File: config.mk
export PLATFORM = sky130hd
export DESIGN_NAME = scmd_top
export DESIGN_NICKNAME = d
export VERILOG_FILES = /design/src/rtl/scmd_pkg.sv /design/src/rtl/scmd_demux.sv /design/src/rtl/scmd_top.sv
export SDC_FILE = /design/constraint.sdc
export NUM_CORES = 1
export LEC_CHECK = 0
export BUFFER_PORTS_ARGS = -buffer_cell sky130_fd_sc_hd__buf_2
export CAP_MARGIN = 20
export CORE_ASPECT_RATIO = 1.4
export CORE_MARGIN = 10
export CORE_UTILIZATION = 44
export CTS_CLUSTER_SIZE = 12
export DETAILED_ROUTE_END_ITERATION = 8
export PLACE_DENSITY = 0.86
export SYNTH_ARGS = -nofsm -noshare
export SYNTH_HDL_FRONTEND = slang
export SYNTH_SLANG_ARGS = --single-unit
File: constraint.sdc
create_clock -name hclk -period 4.22 [get_ports hclk]
set_input_delay 0.844 -clock hclk [delete_from_list [all_inputs] [get_ports hclk]]
set_output_delay 0.844 -clock hclk [all_outputs]
set_load 0.01 [all_outputs]
File: src/rtl/scmd_pkg.sv
package scmd_pkg;
  // register map, byte addresses on the bus
  localparam logic [7:0] SCMD_CTRL_OFS = 8'h00;
  localparam logic [7:0] SCMD_STAT_OFS = 8'h04;
  // control fields
  localparam int SCMD_CTRL_MUX_EN = 0;
  localparam int SCMD_CTRL_DEMUX_EN = 1;
  localparam int SCMD_CTRL_W = 2;
  localparam logic [1:0] SCMD_CTRL_RST = 2'h3;
  // status fields
  localparam int SCMD_STAT_GRANT_LSB = 0;
  localparam int SCMD_STAT_GRANT_W = 4;
  localparam int SCMD_STAT_ACTIVE = 4;
  localparam int SCMD_STAT_MO_VALID = 5;
  localparam int SCMD_STAT_DEMUX_BUSY = 6;
  // bus encodings
  localparam logic [1:0] SCMD_HTRANS_NONSEQ = 2'h2;
  localparam logic SCMD_HRESP_OKAY = 1'b0;
  // build-time limits
  localparam int SCMD_PORTS_MIN = 2;
  localparam int SCMD_PORTS_MAX = 16;
  localparam int SCMD_SYM_MIN = 1;
  localparam int SCMD_SYM_MAX = 32;
  localparam int SCMD_CHW_MAX = 31;
  // arbiter states
  typedef enum logic {ARB_PICK, ARB_SEND} scmd_arb_t;
endpackage

File: src/rtl/scmd_demux.sv
`timescale 1ns/1ps
`default_nettype none
module scmd_demux #(
  parameter int NUM_OUT = 2,
  parameter int BPS = 8,
  parameter int SPB = 1,
  parameter bit USE_PKT = 1'b0,
  parameter int CH_W = 4,
  parameter int ERR_W = 0,
  parameter bit HI_SEL = 1'b0,
  localparam int DW = BPS * SPB,
  localparam int EW = (ERR_W > 0) ? ERR_W : 1,
  localparam int MW = (SPB > 1) ? $clog2(SPB) : 1,
  localparam int SEL_W = $clog2(NUM_OUT),
  localparam int OCW = (CH_W > SEL_W) ? CH_W - SEL_W : 1
) (
  // clock and reset
  input wire logic hclk,
  input wire logic hresetn,
  // control and status
  input wire logic enable,
  output logic busy,
  // input stream
  input wire logic di_valid,
  output logic di_ready,
  input wire logic [DW-1:0] di_data,
  input wire logic [CH_W-1:0] di_ch,
  input wire logic [EW-1:0] di_err,
  input wire logic di_sop,
  input wire logic di_eop,
  input wire logic [MW-1:0] di_empty,
  // output streams, shared payload
  output logic [NUM_OUT-1:0] do_valid,
  input wire logic [NUM_OUT-1:0] do_ready,
  output logic [DW-1:0] do_data,
  output logic [OCW-1:0] do_ch,
  output logic [EW-1:0] do_err,
  output logic do_sop,
  output logic do_eop,
  output logic [MW-1:0] do_empty
);
  import scmd_pkg::*;

  if (NUM_OUT < SCMD_PORTS_MIN || NUM_OUT > SCMD_PORTS_MAX) begin : g_bad_num
    $error("output port count out of range");
  end

  logic [NUM_OUT-1:0] do_valid_reg;
  logic [SEL_W-1:0] sel_reg;
  logic [DW-1:0] data_reg;
  logic [OCW-1:0] ch_reg;
  logic [EW-1:0] err_reg;
  logic sop_reg;
  logic eop_reg;
  logic [MW-1:0] empty_reg;
  logic [NUM_OUT-1:0] valid_next;

  // one slot only: beats leave in the order they came
  wire slot_v = |do_valid_reg;
  wire slot_free = !slot_v || do_ready[sel_reg];
  assign di_ready = enable && slot_free;
  wire accept = di_valid && di_ready;

  wire [SEL_W-1:0] sel_raw = HI_SEL ? di_ch[CH_W-1 -: SEL_W] : di_ch[SEL_W-1:0];
  // codes past the last port land on it rather than vanish
  wire [SEL_W-1:0] sel_in = (sel_raw > SEL_W'(NUM_OUT - 1)) ? SEL_W'(NUM_OUT - 1) : sel_raw;
  wire [CH_W-1:0] ch_shift = di_ch >> SEL_W;
  wire [OCW-1:0] ch_pass = HI_SEL ? OCW'(di_ch) : OCW'(ch_shift);

  for (genvar i = 0; i < NUM_OUT; i++) begin : g_vld
    assign valid_next[i] = accept && (sel_in == SEL_W'(i));
  end

  always_ff @(posedge hclk or negedge hresetn) begin
    if (!hresetn) begin
      do_valid_reg <= '0;
      sel_reg <= '0;
    end else if (slot_free) begin
      do_valid_reg <= valid_next;
      sel_reg <= accept ? sel_in : sel_reg;
    end
  end

  always_ff @(posedge hclk or negedge hresetn) begin
    if (!hresetn) begin
      data_reg <= '0;
      ch_reg <= '0;
      err_reg <= '0;
      sop_reg <= 1'b0;
      eop_reg <= 1'b0;
      empty_reg <= '0;
    end else if (accept) begin
      data_reg <= di_data;
      ch_reg <= ch_pass;
      err_reg <= (ERR_W > 0) ? di_err : '0;
      sop_reg <= USE_PKT && di_sop;
      eop_reg <= USE_PKT && di_eop;
      empty_reg <= USE_PKT ? di_empty : '0;
    end
  end

  assign do_valid = do_valid_reg;
  assign do_data = data_reg;
  assign do_ch = ch_reg;
  assign do_err = err_reg;
  assign do_sop = sop_reg;
  assign do_eop = eop_reg;
  assign do_empty = empty_reg;
  assign busy = slot_v;

  idle_others_a: assert property (@(posedge hclk) disable iff (!hresetn) $onehot0(do_valid_reg))
    else $error("more than one demux output valid");
  route_port_a: assert property (@(posedge hclk) disable iff (!hresetn)
    accept |=> do_valid_reg[sel_reg] && (ch_reg == $past(ch_pass)))
    else $error("beat sent to wrong output");
  demux_hold_a: assert property (@(posedge hclk) disable iff (!hresetn)
    (slot_v && !do_ready[sel_reg]) |=> (do_valid_reg == $past(do_valid_reg)) && $stable(data_reg))
    else $error("demux output changed while stalled");
endmodule
`default_nettype wire

File: src/rtl/scmd_top.sv
`timescale 1ns/1ps
`default_nettype none
module scmd_top #(
  parameter int NUM_IN = 4,
  parameter int NUM_OUT = 2,
  parameter int BPS = 8,
  parameter int SPB = 1,
  parameter bit USE_PKT = 1'b0,
  parameter int CH_W = 4,
  parameter int DCH_W = 4,
  parameter int ERR_W = 0,
  parameter int SCHED = 2,
  parameter bit HI_SRC = 1'b1,
  parameter bit HI_SEL = 1'b0,
  localparam int DW = BPS * SPB,
  localparam int CWI = (CH_W > 0) ? CH_W : 1,
  localparam int EW = (ERR_W > 0) ? ERR_W : 1,
  localparam int MW = (SPB > 1) ? $clog2(SPB) : 1,
  localparam int SRC_W = $clog2(NUM_IN),
  localparam int OCW = CH_W + SRC_W,
  localparam int DSEL_W = $clog2(NUM_OUT),
  localparam int DOCW = (DCH_W > DSEL_W) ? DCH_W - DSEL_W : 1
) (
  // clock and reset
  input wire logic hclk,
  input wire logic hresetn,
  // register bus
  input wire logic hsel,
  input wire logic [31:0] haddr,
  input wire logic [1:0] htrans,
  input wire logic hwrite,
  input wire logic [2:0] hsize,
  input wire logic [31:0] hwdata,
  input wire logic hready,
  output logic hreadyout,
  output logic hresp,
  output logic [31:0] hrdata,
  // mux input streams, port i in slice i
  input wire logic [NUM_IN-1:0] mi_valid,
  output logic [NUM_IN-1:0] mi_ready,
  input wire logic [NUM_IN*DW-1:0] mi_data,
  input wire logic [NUM_IN*CWI-1:0] mi_ch,
  input wire logic [NUM_IN*EW-1:0] mi_err,
  input wire logic [NUM_IN-1:0] mi_sop,
  input wire logic [NUM_IN-1:0] mi_eop,
  input wire logic [NUM_IN*MW-1:0] mi_empty,
  // mux output stream
  output logic mo_valid,
  input wire logic mo_ready,
  output logic [DW-1:0] mo_data,
  output logic [OCW-1:0] mo_ch,
  output logic [EW-1:0] mo_err,
  output logic mo_sop,
  output logic mo_eop,
  output logic [MW-1:0] mo_empty,
  // demux input stream
  input wire logic di_valid,
  output logic di_ready,
  input wire logic [DW-1:0] di_data,
  input wire logic [DCH_W-1:0] di_ch,
  input wire logic [EW-1:0] di_err,
  input wire logic di_sop,
  input wire logic di_eop,
  input wire logic [MW-1:0] di_empty,
  // demux output streams
  output logic [NUM_OUT-1:0] do_valid,
  input wire logic [NUM_OUT-1:0] do_ready,
  output logic [DW-1:0] do_data,
  output logic [DOCW-1:0] do_ch,
  output logic [EW-1:0] do_err,
  output logic do_sop,
  output logic do_eop,
  output logic [MW-1:0] do_empty
);
  import scmd_pkg::*;

  if (NUM_IN < SCMD_PORTS_MIN || NUM_IN > SCMD_PORTS_MAX) begin : g_bad_in
    $error("input port count out of range");
  end
  if (BPS < SCMD_SYM_MIN || BPS > SCMD_SYM_MAX) begin : g_bad_bps
    $error("bits per symbol out of range");
  end
  if (SPB < SCMD_SYM_MIN || SPB > SCMD_SYM_MAX) begin : g_bad_spb
    $error("symbols per beat out of range");
  end
  if (CH_W < 0 || CH_W > SCMD_CHW_MAX) begin : g_bad_ch
    $error("input channel width out of range");
  end

  // register bus slave
  logic [SCMD_CTRL_W-1:0] ctrl_reg;
  logic wr_pend_reg;
  logic [7:0] addr_reg;
  logic [31:0] hrdata_reg;
  logic hreadyout_reg;
  logic [31:0] rd_mux;

  wire ahb_req = hsel && hready && htrans[1];
  wire ctrl_wr = wr_pend_reg && (addr_reg == SCMD_CTRL_OFS);
  // a read right behind a control write sees the new value
  wire [SCMD_CTRL_W-1:0] ctrl_now = ctrl_wr ? hwdata[SCMD_CTRL_W-1:0] : ctrl_reg;
  wire mux_en = ctrl_reg[SCMD_CTRL_MUX_EN];
  wire demux_en = ctrl_reg[SCMD_CTRL_DEMUX_EN];

  // mux state
  scmd_arb_t state_reg;
  scmd_arb_t state_next;
  logic [SRC_W-1:0] grant_reg;
  logic [SRC_W-1:0] grant_next;
  logic [7:0] cnt_reg;
  logic [7:0] cnt_next;
  logic [SRC_W-1:0] pick;
  logic pick_found;
  logic demux_busy;

  always_comb begin
    rd_mux = 32'h0000_0000;
    if (haddr[7:0] == SCMD_CTRL_OFS) begin
      rd_mux[SCMD_CTRL_W-1:0] = ctrl_now;
    end else if (haddr[7:0] == SCMD_STAT_OFS) begin
      rd_mux[SCMD_STAT_GRANT_LSB +: SCMD_STAT_GRANT_W] = SCMD_STAT_GRANT_W'(grant_reg);
      rd_mux[SCMD_STAT_ACTIVE] = (state_reg == ARB_SEND);
      rd_mux[SCMD_STAT_MO_VALID] = mo_valid;
      rd_mux[SCMD_STAT_DEMUX_BUSY] = demux_busy;
    end
  end

  always_ff @(posedge hclk or negedge hresetn) begin
    if (!hresetn) begin
      ctrl_reg <= SCMD_CTRL_RST;
      wr_pend_reg <= 1'b0;
      addr_reg <= 8'h00;
      hrdata_reg <= 32'h0000_0000;
      hreadyout_reg <= 1'b0;
    end else begin
      ctrl_reg <= ctrl_now;
      wr_pend_reg <= ahb_req && hwrite;
      addr_reg <= ahb_req ? haddr[7:0] : addr_reg;
      hrdata_reg <= (ahb_req && !hwrite) ? rd_mux : 32'h0000_0000;
      hreadyout_reg <= 1'b1;
    end
  end

  assign hreadyout = hreadyout_reg;
  assign hresp = SCMD_HRESP_OKAY;
  assign hrdata = hrdata_reg;

  // unpack the input slices
  logic [DW-1:0] in_d [NUM_IN];
  logic [CWI-1:0] in_c [NUM_IN];
  logic [EW-1:0] in_e [NUM_IN];
  logic [MW-1:0] in_m [NUM_IN];
  for (genvar i = 0; i < NUM_IN; i++) begin : g_in
    assign in_d[i] = mi_data[i*DW +: DW];
    assign in_c[i] = mi_ch[i*CWI +: CWI];
    assign in_e[i] = mi_err[i*EW +: EW];
    assign in_m[i] = mi_empty[i*MW +: MW];
  end

  // round robin search starts one past the last grant
  always_comb begin
    pick = grant_reg;
    pick_found = 1'b0;
    for (int k = NUM_IN; k >= 1; k--) begin
      if (mi_valid[(int'(grant_reg) + k) % NUM_IN]) begin
        pick = SRC_W'((int'(grant_reg) + k) % NUM_IN);
        pick_found = 1'b1;
      end
    end
  end

  // output slot loads when empty or drained this cycle
  logic mo_valid_reg;
  wire load = !mo_valid_reg || mo_ready;
  wire sending = (state_reg == ARB_SEND);
  wire take = sending && load && mi_valid[grant_reg];
  wire eop_g = USE_PKT && mi_eop[grant_reg];

  for (genvar i = 0; i < NUM_IN; i++) begin : g_rdy
    assign mi_ready[i] = sending && load && (grant_reg == SRC_W'(i));
  end

  always_comb begin
    state_next = state_reg;
    grant_next = grant_reg;
    cnt_next = cnt_reg;
    unique case (state_reg)
      ARB_PICK: begin
        if (mux_en && pick_found) begin
          state_next = ARB_SEND;
          grant_next = pick;
          cnt_next = 8'h00;
        end
      end
      ARB_SEND: begin
        if (take) begin
          if (cnt_reg == 8'(SCHED - 1) || eop_g) begin
            state_next = ARB_PICK;
          end else begin
            cnt_next = cnt_reg + 8'h01;
          end
        end else if (load) begin
          state_next = ARB_PICK;
        end
      end
    endcase
  end

  always_ff @(posedge hclk or negedge hresetn) begin
    if (!hresetn) begin
      state_reg <= ARB_PICK;
      grant_reg <= '0;
      cnt_reg <= 8'h00;
    end else begin
      state_reg <= state_next;
      grant_reg <= grant_next;
      cnt_reg <= cnt_next;
    end
  end

  // source index joins the channel field
  logic [OCW-1:0] och_next;
  if (CH_W == 0) begin : g_och_none
    assign och_next = grant_reg;
  end else if (HI_SRC) begin : g_och_hi
    assign och_next = {grant_reg, in_c[grant_reg]};
  end else begin : g_och_lo
    assign och_next = {in_c[grant_reg], grant_reg};
  end

  logic [DW-1:0] mo_data_reg;
  logic [OCW-1:0] mo_ch_reg;
  logic [EW-1:0] mo_err_reg;
  logic mo_sop_reg;
  logic mo_eop_reg;
  logic [MW-1:0] mo_empty_reg;

  always_ff @(posedge hclk or negedge hresetn) begin
    if (!hresetn) begin
      mo_valid_reg <= 1'b0;
    end else if (load) begin
      mo_valid_reg <= take;
    end
  end

  always_ff @(posedge hclk or negedge hresetn) begin
    if (!hresetn) begin
      mo_data_reg <= '0;
      mo_ch_reg <= '0;
      mo_err_reg <= '0;
      mo_sop_reg <= 1'b0;
      mo_eop_reg <= 1'b0;
      mo_empty_reg <= '0;
    end else if (take) begin
      mo_data_reg <= in_d[grant_reg];
      mo_ch_reg <= och_next;
      mo_err_reg <= (ERR_W > 0) ? in_e[grant_reg] : '0;
      mo_sop_reg <= USE_PKT && mi_sop[grant_reg];
      mo_eop_reg <= eop_g;
      mo_empty_reg <= USE_PKT ? in_m[grant_reg] : '0;
    end
  end

  assign mo_valid = mo_valid_reg;
  assign mo_data = mo_data_reg;
  assign mo_ch = mo_ch_reg;
  assign mo_err = mo_err_reg;
  assign mo_sop = mo_sop_reg;
  assign mo_eop = mo_eop_reg;
  assign mo_empty = mo_empty_reg;

  scmd_demux #(
    .NUM_OUT(NUM_OUT),
    .BPS(BPS),
    .SPB(SPB),
    .USE_PKT(USE_PKT),
    .CH_W(DCH_W),
    .ERR_W(ERR_W),
    .HI_SEL(HI_SEL)
  ) u_demux (
    .hclk(hclk),
    .hresetn(hresetn),
    .enable(demux_en),
    .busy(demux_busy),
    .di_valid(di_valid),
    .di_ready(di_ready),
    .di_data(di_data),
    .di_ch(di_ch),
    .di_err(di_err),
    .di_sop(di_sop),
    .di_eop(di_eop),
    .di_empty(di_empty),
    .do_valid(do_valid),
    .do_ready(do_ready),
    .do_data(do_data),
    .do_ch(do_ch),
    .do_err(do_err),
    .do_sop(do_sop),
    .do_eop(do_eop),
    .do_empty(do_empty)
  );

  one_grant_a: assert property (@(posedge hclk) disable iff (!hresetn) $onehot0(mi_ready))
    else $error("more than one input ready");
  src_bits_a: assert property (@(posedge hclk) disable iff (!hresetn)
    take |=> mo_valid_reg && (mo_ch_reg == $past(och_next)))
    else $error("output channel lost source index");
  sched_limit_a: assert property (@(posedge hclk) disable iff (!hresetn)
    (take && cnt_reg == 8'(SCHED - 1)) |=> (state_reg == ARB_PICK) && (mi_ready == '0))
    else $error("grant kept past scheduling size");
  early_end_a: assert property (@(posedge hclk) disable iff (!hresetn)
    (sending && load && !mi_valid[grant_reg]) |=> state_reg == ARB_PICK)
    else $error("grant kept after valid dropped");
  eop_end_a: assert property (@(posedge hclk) disable iff (!hresetn)
    (take && eop_g) |=> !sending && (mi_ready == '0))
    else $error("grant kept after packet end");
  mux_hold_a: assert property (@(posedge hclk) disable iff (!hresetn)
    (mo_valid_reg && !mo_ready) |=> mo_valid_reg && $stable(mo_data_reg) && $stable(mo_ch_reg))
    else $error("mux output changed while stalled");
  pick_next_a: assert property (@(posedge hclk) disable iff (!hresetn)
    (state_reg == ARB_PICK && mux_en && pick_found) |=> sending && (grant_reg == $past(pick)))
    else $error("grant did not go to chosen input");
  read_ctrl_a: assert property (@(posedge hclk) disable iff (!hresetn)
    (ahb_req && !hwrite && haddr[7:0] == SCMD_CTRL_OFS) |=> hrdata_reg[SCMD_CTRL_W-1:0] == ctrl_reg)
    else $error("control read back wrong");
endmodule
`default_nettype wire

**After elaboration in Yosys (flattened, before gate mapping)**

Index checks and enable logic that the tools add are counted.

- Flip-flop bits (word level): 59
- Bits of input ports: 162
- Logic and storage cells: 121

- Add/subtract/negate cells: 5
- Order comparisons: 8
- Equal/unequal tests: 8
- Multiplexer cells: 45
- Bitwise gates (word level): 7
- Reductions and logical operators: 33

Operators with widths:

| operator | number |
|---|---|
| $mux W8 | 5 |
| $mux W1 | 20 |
| $bmux W8 S2 | 1 |
| $logic_and A1 B1 Y1 | 16 |
| $logic_not A8 Y1 | 2 |
| $lt A3 B4 Y1 const B | 4 |
| $pmux W8 S2 | 1 |
| $mux W7 | 2 |
| $mux W2 | 6 |
| $bmux W1 S2 | 5 |
| $reduce_or A2 Y1 | 5 |
| $add A8 B1 Y8 const B | 1 |
| $bmux W4 S2 | 1 |
| $eq A8 B1 Y1 const B | 1 |
| $eq A8 B3 Y1 const B | 1 |
| $mux W4 | 2 |
| $reduce_and A3 Y1 | 2 |
| $mux W5 | 1 |
| $add A2 B1 Y2 const B | 2 |
| $add A2 B2 Y2 const B | 2 |
| $and A1 B1 Y1 const A | 4 |
| $eq A2 B2 Y1 const B | 2 |
| $ne A2 B2 Y1 const B | 2 |
| $reduce_bool A4 Y1 | 1 |
| other kinds (13) | 17 |

**Depth between registers and ports, before layout**

- Word-level depth: 13
- Mapped depth: 9
- Mapped depth without buffers: 6

**Modules after synthesis**

Synthesis repeated with hierarchy kept, for this count alone.

- Cell total of the unflattened synthesis: 290
- Area total of the unflattened synthesis: 3333.2 µm²

By module, submodules not included:

| module | instances | cells an instance | area each (µm²) |
|---|---|---|---|
| scmd_top | 1 | 243 | 2672.6 |
| scmd_demux | 1 | 47 | 660.6 |

**Least setup slack after synthesis**

No wires, ideal clock.

- Path type: register -> register
- From: reg grant_reg[0]
- To: reg grant_reg[0]
- Arrival time: 2.436 ns
- Setup slack: 1.690 ns
- Cell stages (with the launch flop): 10
- Buffers on the path: 3
- Cells stage by stage: dfrtp_1 buf_6 clkbuf_1 inv_1 ha_1 clkbuf_1 mux4_2 nand2b_1 a311oi_1 a211oi_1

- Cells in the longest elaborated chain, start to end: 10
- Elaborated cells between the ends (all ways): 27

Ends and longest elaborated chain:

| element | line | text |
|---|---|---|
| start: declaration | scmd_top.sv:108 | `logic [SRC_W-1:0] grant_reg;` |
| start signal: assignment | scmd_top.sv:216 | `grant_reg <= grant_next;` |
| $add A2 B1 Y2 | scmd_top.sv:165, scmd_top.sv:166 |  |
| $bmux W1 S2 | scmd_top.sv:165 | `if (mi_valid[(int'(grant_reg) + k) % NUM_IN]) begin` |
| $mux W1 (not written as such) (2 in series) | scmd_top.sv:165 |  |
| $mux W1 (4 in series) | scmd_top.sv:165 |  |
| $logic_and A1 B1 Y1 | scmd_top.sv:189 | `if (mux_en && pick_found) begin` |
| $reduce_and A3 Y1 (no source line) | -- |  |

Parallel ways exist; a longest one is shown, timed or not. The select of a mux whose other input is x is not followed.
A chain may end at the register's enable or synchronous reset.

**Worst setup path after layout**

- From: reg grant_reg[1]
- To: out mi_ready[0]

- Cells in the longest elaborated chain, start to end: 2

Ends and longest elaborated chain:

| element | line | text |
|---|---|---|
| $logic_not A2 Y1 | scmd_top.sv:180 | `assign mi_ready[i] = sending && load && (grant_reg == SRC_W'(i));` |
| $logic_and A1 B1 Y1 | scmd_top.sv:180 |  |
| end: declaration | scmd_top.sv:40 | `output logic [NUM_IN-1:0] mi_ready,` |

No other way between the ends.

==> flow_summary.ini <==
[logic_synthesis]
synth_ff_type = dfrtp_1
ys_warn_count = 0
yosysUniqueCellTypes = 42
ys_ff_latch = 57
ys_seq_area_frac = 0.443
synth.most_common_cell = dfrtp_1
synth_top_cell_by_area = dfrtp_1
synth_area_mm2 = 0.00322
synth_edf_count = 0
synth_top_area_frac = 0.427
synthArstFlopShare = 1.00
synthTopCellsByArea = dfrtp_1 (43%), mux4_2 (10%), mux2_2 (9.4%), buf_4 (8.4%), mux2_4 (3.7%)
synthCells = 263
synthTopCellsByCount = dfrtp_1 (55), buf_4 (36), mux2_2 (27), mux4_2 (15), nand2_1 (13)
syn_area_per_cell_um2 = 12.3

[layout]
area_delta_synth_final_pct = 21.6
diodes = 0
fin_nets = 553
regArea_mm2 = 0.00143
final_core_util = 0.558
multiInputGateArea_mm2 = 0.00156
drive_gt1_frac = 0.505
final_area_mm2 = 0.00392
fillers = 614

[worst_hold_path]
worstHoldStart = addr_reg[2]
min_path_type = flop to flop

[floorplan]
rows = 36
io_pins = 237
dieArea_mm2 = 0.0112
core_region_area_mm2 = 0.00703
initial_core_util = 0.459
die_x_um = 92.3
die_y_um = 121

[timing]
relSlewSlack = 0.468
finalSetupViolCount = 0
tightest_slew_ns = 0.798
hold_violations = 0
tns_ns = 0
fin_ws_ns = 1.40
timing.fmax_ghz = 0.355
period_needed_ns = 2.82
rsz0062_at_grt = no
drv_slew = 0
period_share = 0.668
finClkSkew_ns = 0.00752

[clocking]
htreeDepth = 3
cts_root_buf = clkbuf_8
cts_hold_buf = 0
cts_buffers = 9
cts_buffer_depth = 2
cts_tree = yes
clk_pin_slew_ns = 0.07
cts.sinks = 57
clk-insertion-delay-late_ns = 0.33
ctsResizeCount = 0
post_cts_buffers = 0

[setup_path]
timing.rr.start = grant_reg[1]
critPathLaunchType = flop
cp-end-kind = output port
required_ns = 3.38
crit_chain = inv_1 > ha_1 > and3_1 > buf_2
cp_top_family = flip-flops
crit_path_max_incr_delay_ns = 0.86
crit_start = grant_reg[1]
cp_max_fo = 19
r2r_slack_ns = 1.61
cpMaxStageDelayCell = dfrtp_1
arrival_ns = 1.98
crit_type = flop to output port
crit_buf_inv = 2

[global_routing]
grt_pass1_vias = 2771
grt_use_total = 0.149
grt_max_degree = 58
gr-total-overflow = 0
antenna_found_initial = 0
grt_pass1_wl_mm = 13.5

[placement]
port-buffer-count = 122
dpl.hpwl_mm = 6.96
gp_congestion = 0.846
dp_slack_ns = 1.62
placed_area_mm2 = 0.00376

[route]
drtIter0Drc = 80
remaining_drc_errors = 0
detail_route.wl_per_cell_um = 18.0
drtAntennaViolNets = 0
firstDrtPassIters = 4
vias_per_cell = 5.03
wl_mm = 8.73
vias = 2439

[pwr]
leakage_uw = 0.00198
switching_share = 0.364
pwr-share-seq = 0.385
total_power_uw = 2220
power.switching_uw = 810
power_frac_clock = 0.191
power_frac_comb = 0.424
ir_drop_uv = 303
p_int_uw = 1410
powerDensity_mw_per_mm2 = 568

[job]
drv_cap = 0

[outcome]
status = complete, no violations
-- layer usage --
metal | part of all wire | up-vias | wire length [µm] | track usage
li1 | - | 1129 | - | -
met1 | 0.37 | 1181 | 3250 | 0.155
met2 | 0.54 | 116 | 4730 | 0.265
met3 | 0.070 | 13 | 614 | 0.0539
met4 | 0.016 | 0 | 142 | 0.0609
met5 | 0 | - | 0 | 0
-- power by group through the flow --
stage	combinational (µW)	sequential, µW	clock (µW)
floorplan	702	844	0
global placement	915	855	0
detailed placement	950	866	0
CTS	954	857	439
global route	1030	883	463
finish	942	856	426
-- cells in the final DEF, fill, tap and decap left out, types with 5 or more instances in the layout --
| cell type | synthesis | routed |
|---|---|---|
| dfrtp_1 | 55 | 55 |
| nand2_1 | 13 | 13 |
| clkbuf_8 | 0 | 9 |
| ha_1 | 6 | 6 |
| buf_2 | 4 | 122 |
| mux4_2 | 15 | 15 |
| inv_1 | 7 | 7 |
| and3_1 | 8 | 8 |
| conb_1 | 2 | 37 |
| mux2_4 | 8 | 8 |
| mux2_2 | 27 | 27 |
| nand3_1 | 5 | 5 |
| mux2i_1 | 6 | 6 |
| o21ai_0 | 10 | 10 |
| a21oi_1 | 8 | 8 |
-- worst paths after layout --
check	cells after the start	to
max in group asynchronous	2	hrdata[6]
worst max register to register	6	grant_reg[0]
worst min register to register	2	addr_reg[2]
worst max-delay path	4	mi_ready[0]
worst min-delay path	2	addr_reg[2]
min in group asynchronous	2	addr_reg[1]
-- stage by stage --
step | std cells | hold WS (ns)
6_report | 485 | 0.493
5_1_grt | 485 | 0.511
4_1_cts | 485 | 0.500
3_5_place_dp | 469 | 0.480
3_3_place_gp | 469 | 0.465
2_1_floorplan | 298 | 0.450
-- worst register-to-register path: cells and delay by family (launching register included) --
kind	cells	cell delay, ns
compound gates	2	0.28
fa+ha+maj	1	0.50
buf+inv	1	0.24
flops	1	0.86
mux	1	0.53
simple gates	1	0.10
-- logic make-up (layout without fill, tap and decap cells) --
logic type / Yosys count / count (layout) / share of synthesized area
AND/OR/NAND/NOR: 52 / 52 / 0.0916
multiplexers: 56 / 56 / 0.255
AO/OA/AOI/OAI: 35 / 35 / 0.0699
buffers and inverters: 55 / 147 / 0.115
adder cells (fa/ha/maj): 6 / 6 / 0.0233
other: 2 / 37 / 0.00233
flip-flops: 57 / 57 / 0.443
-- cell type report --
class / count / area share
Clock inverter: 6 / 0.00894
Timing Repair Buffer: 124 / 0.160
Sequential cell: 57 / 0.365
Tap cell: 95 / 0.0303
Clock buffer: 10 / 0.0326
Inverter: 7 / 0.00670
Multi-Input combinational cell: 186 / 0.397
Power figures use the tool's default switching activity.
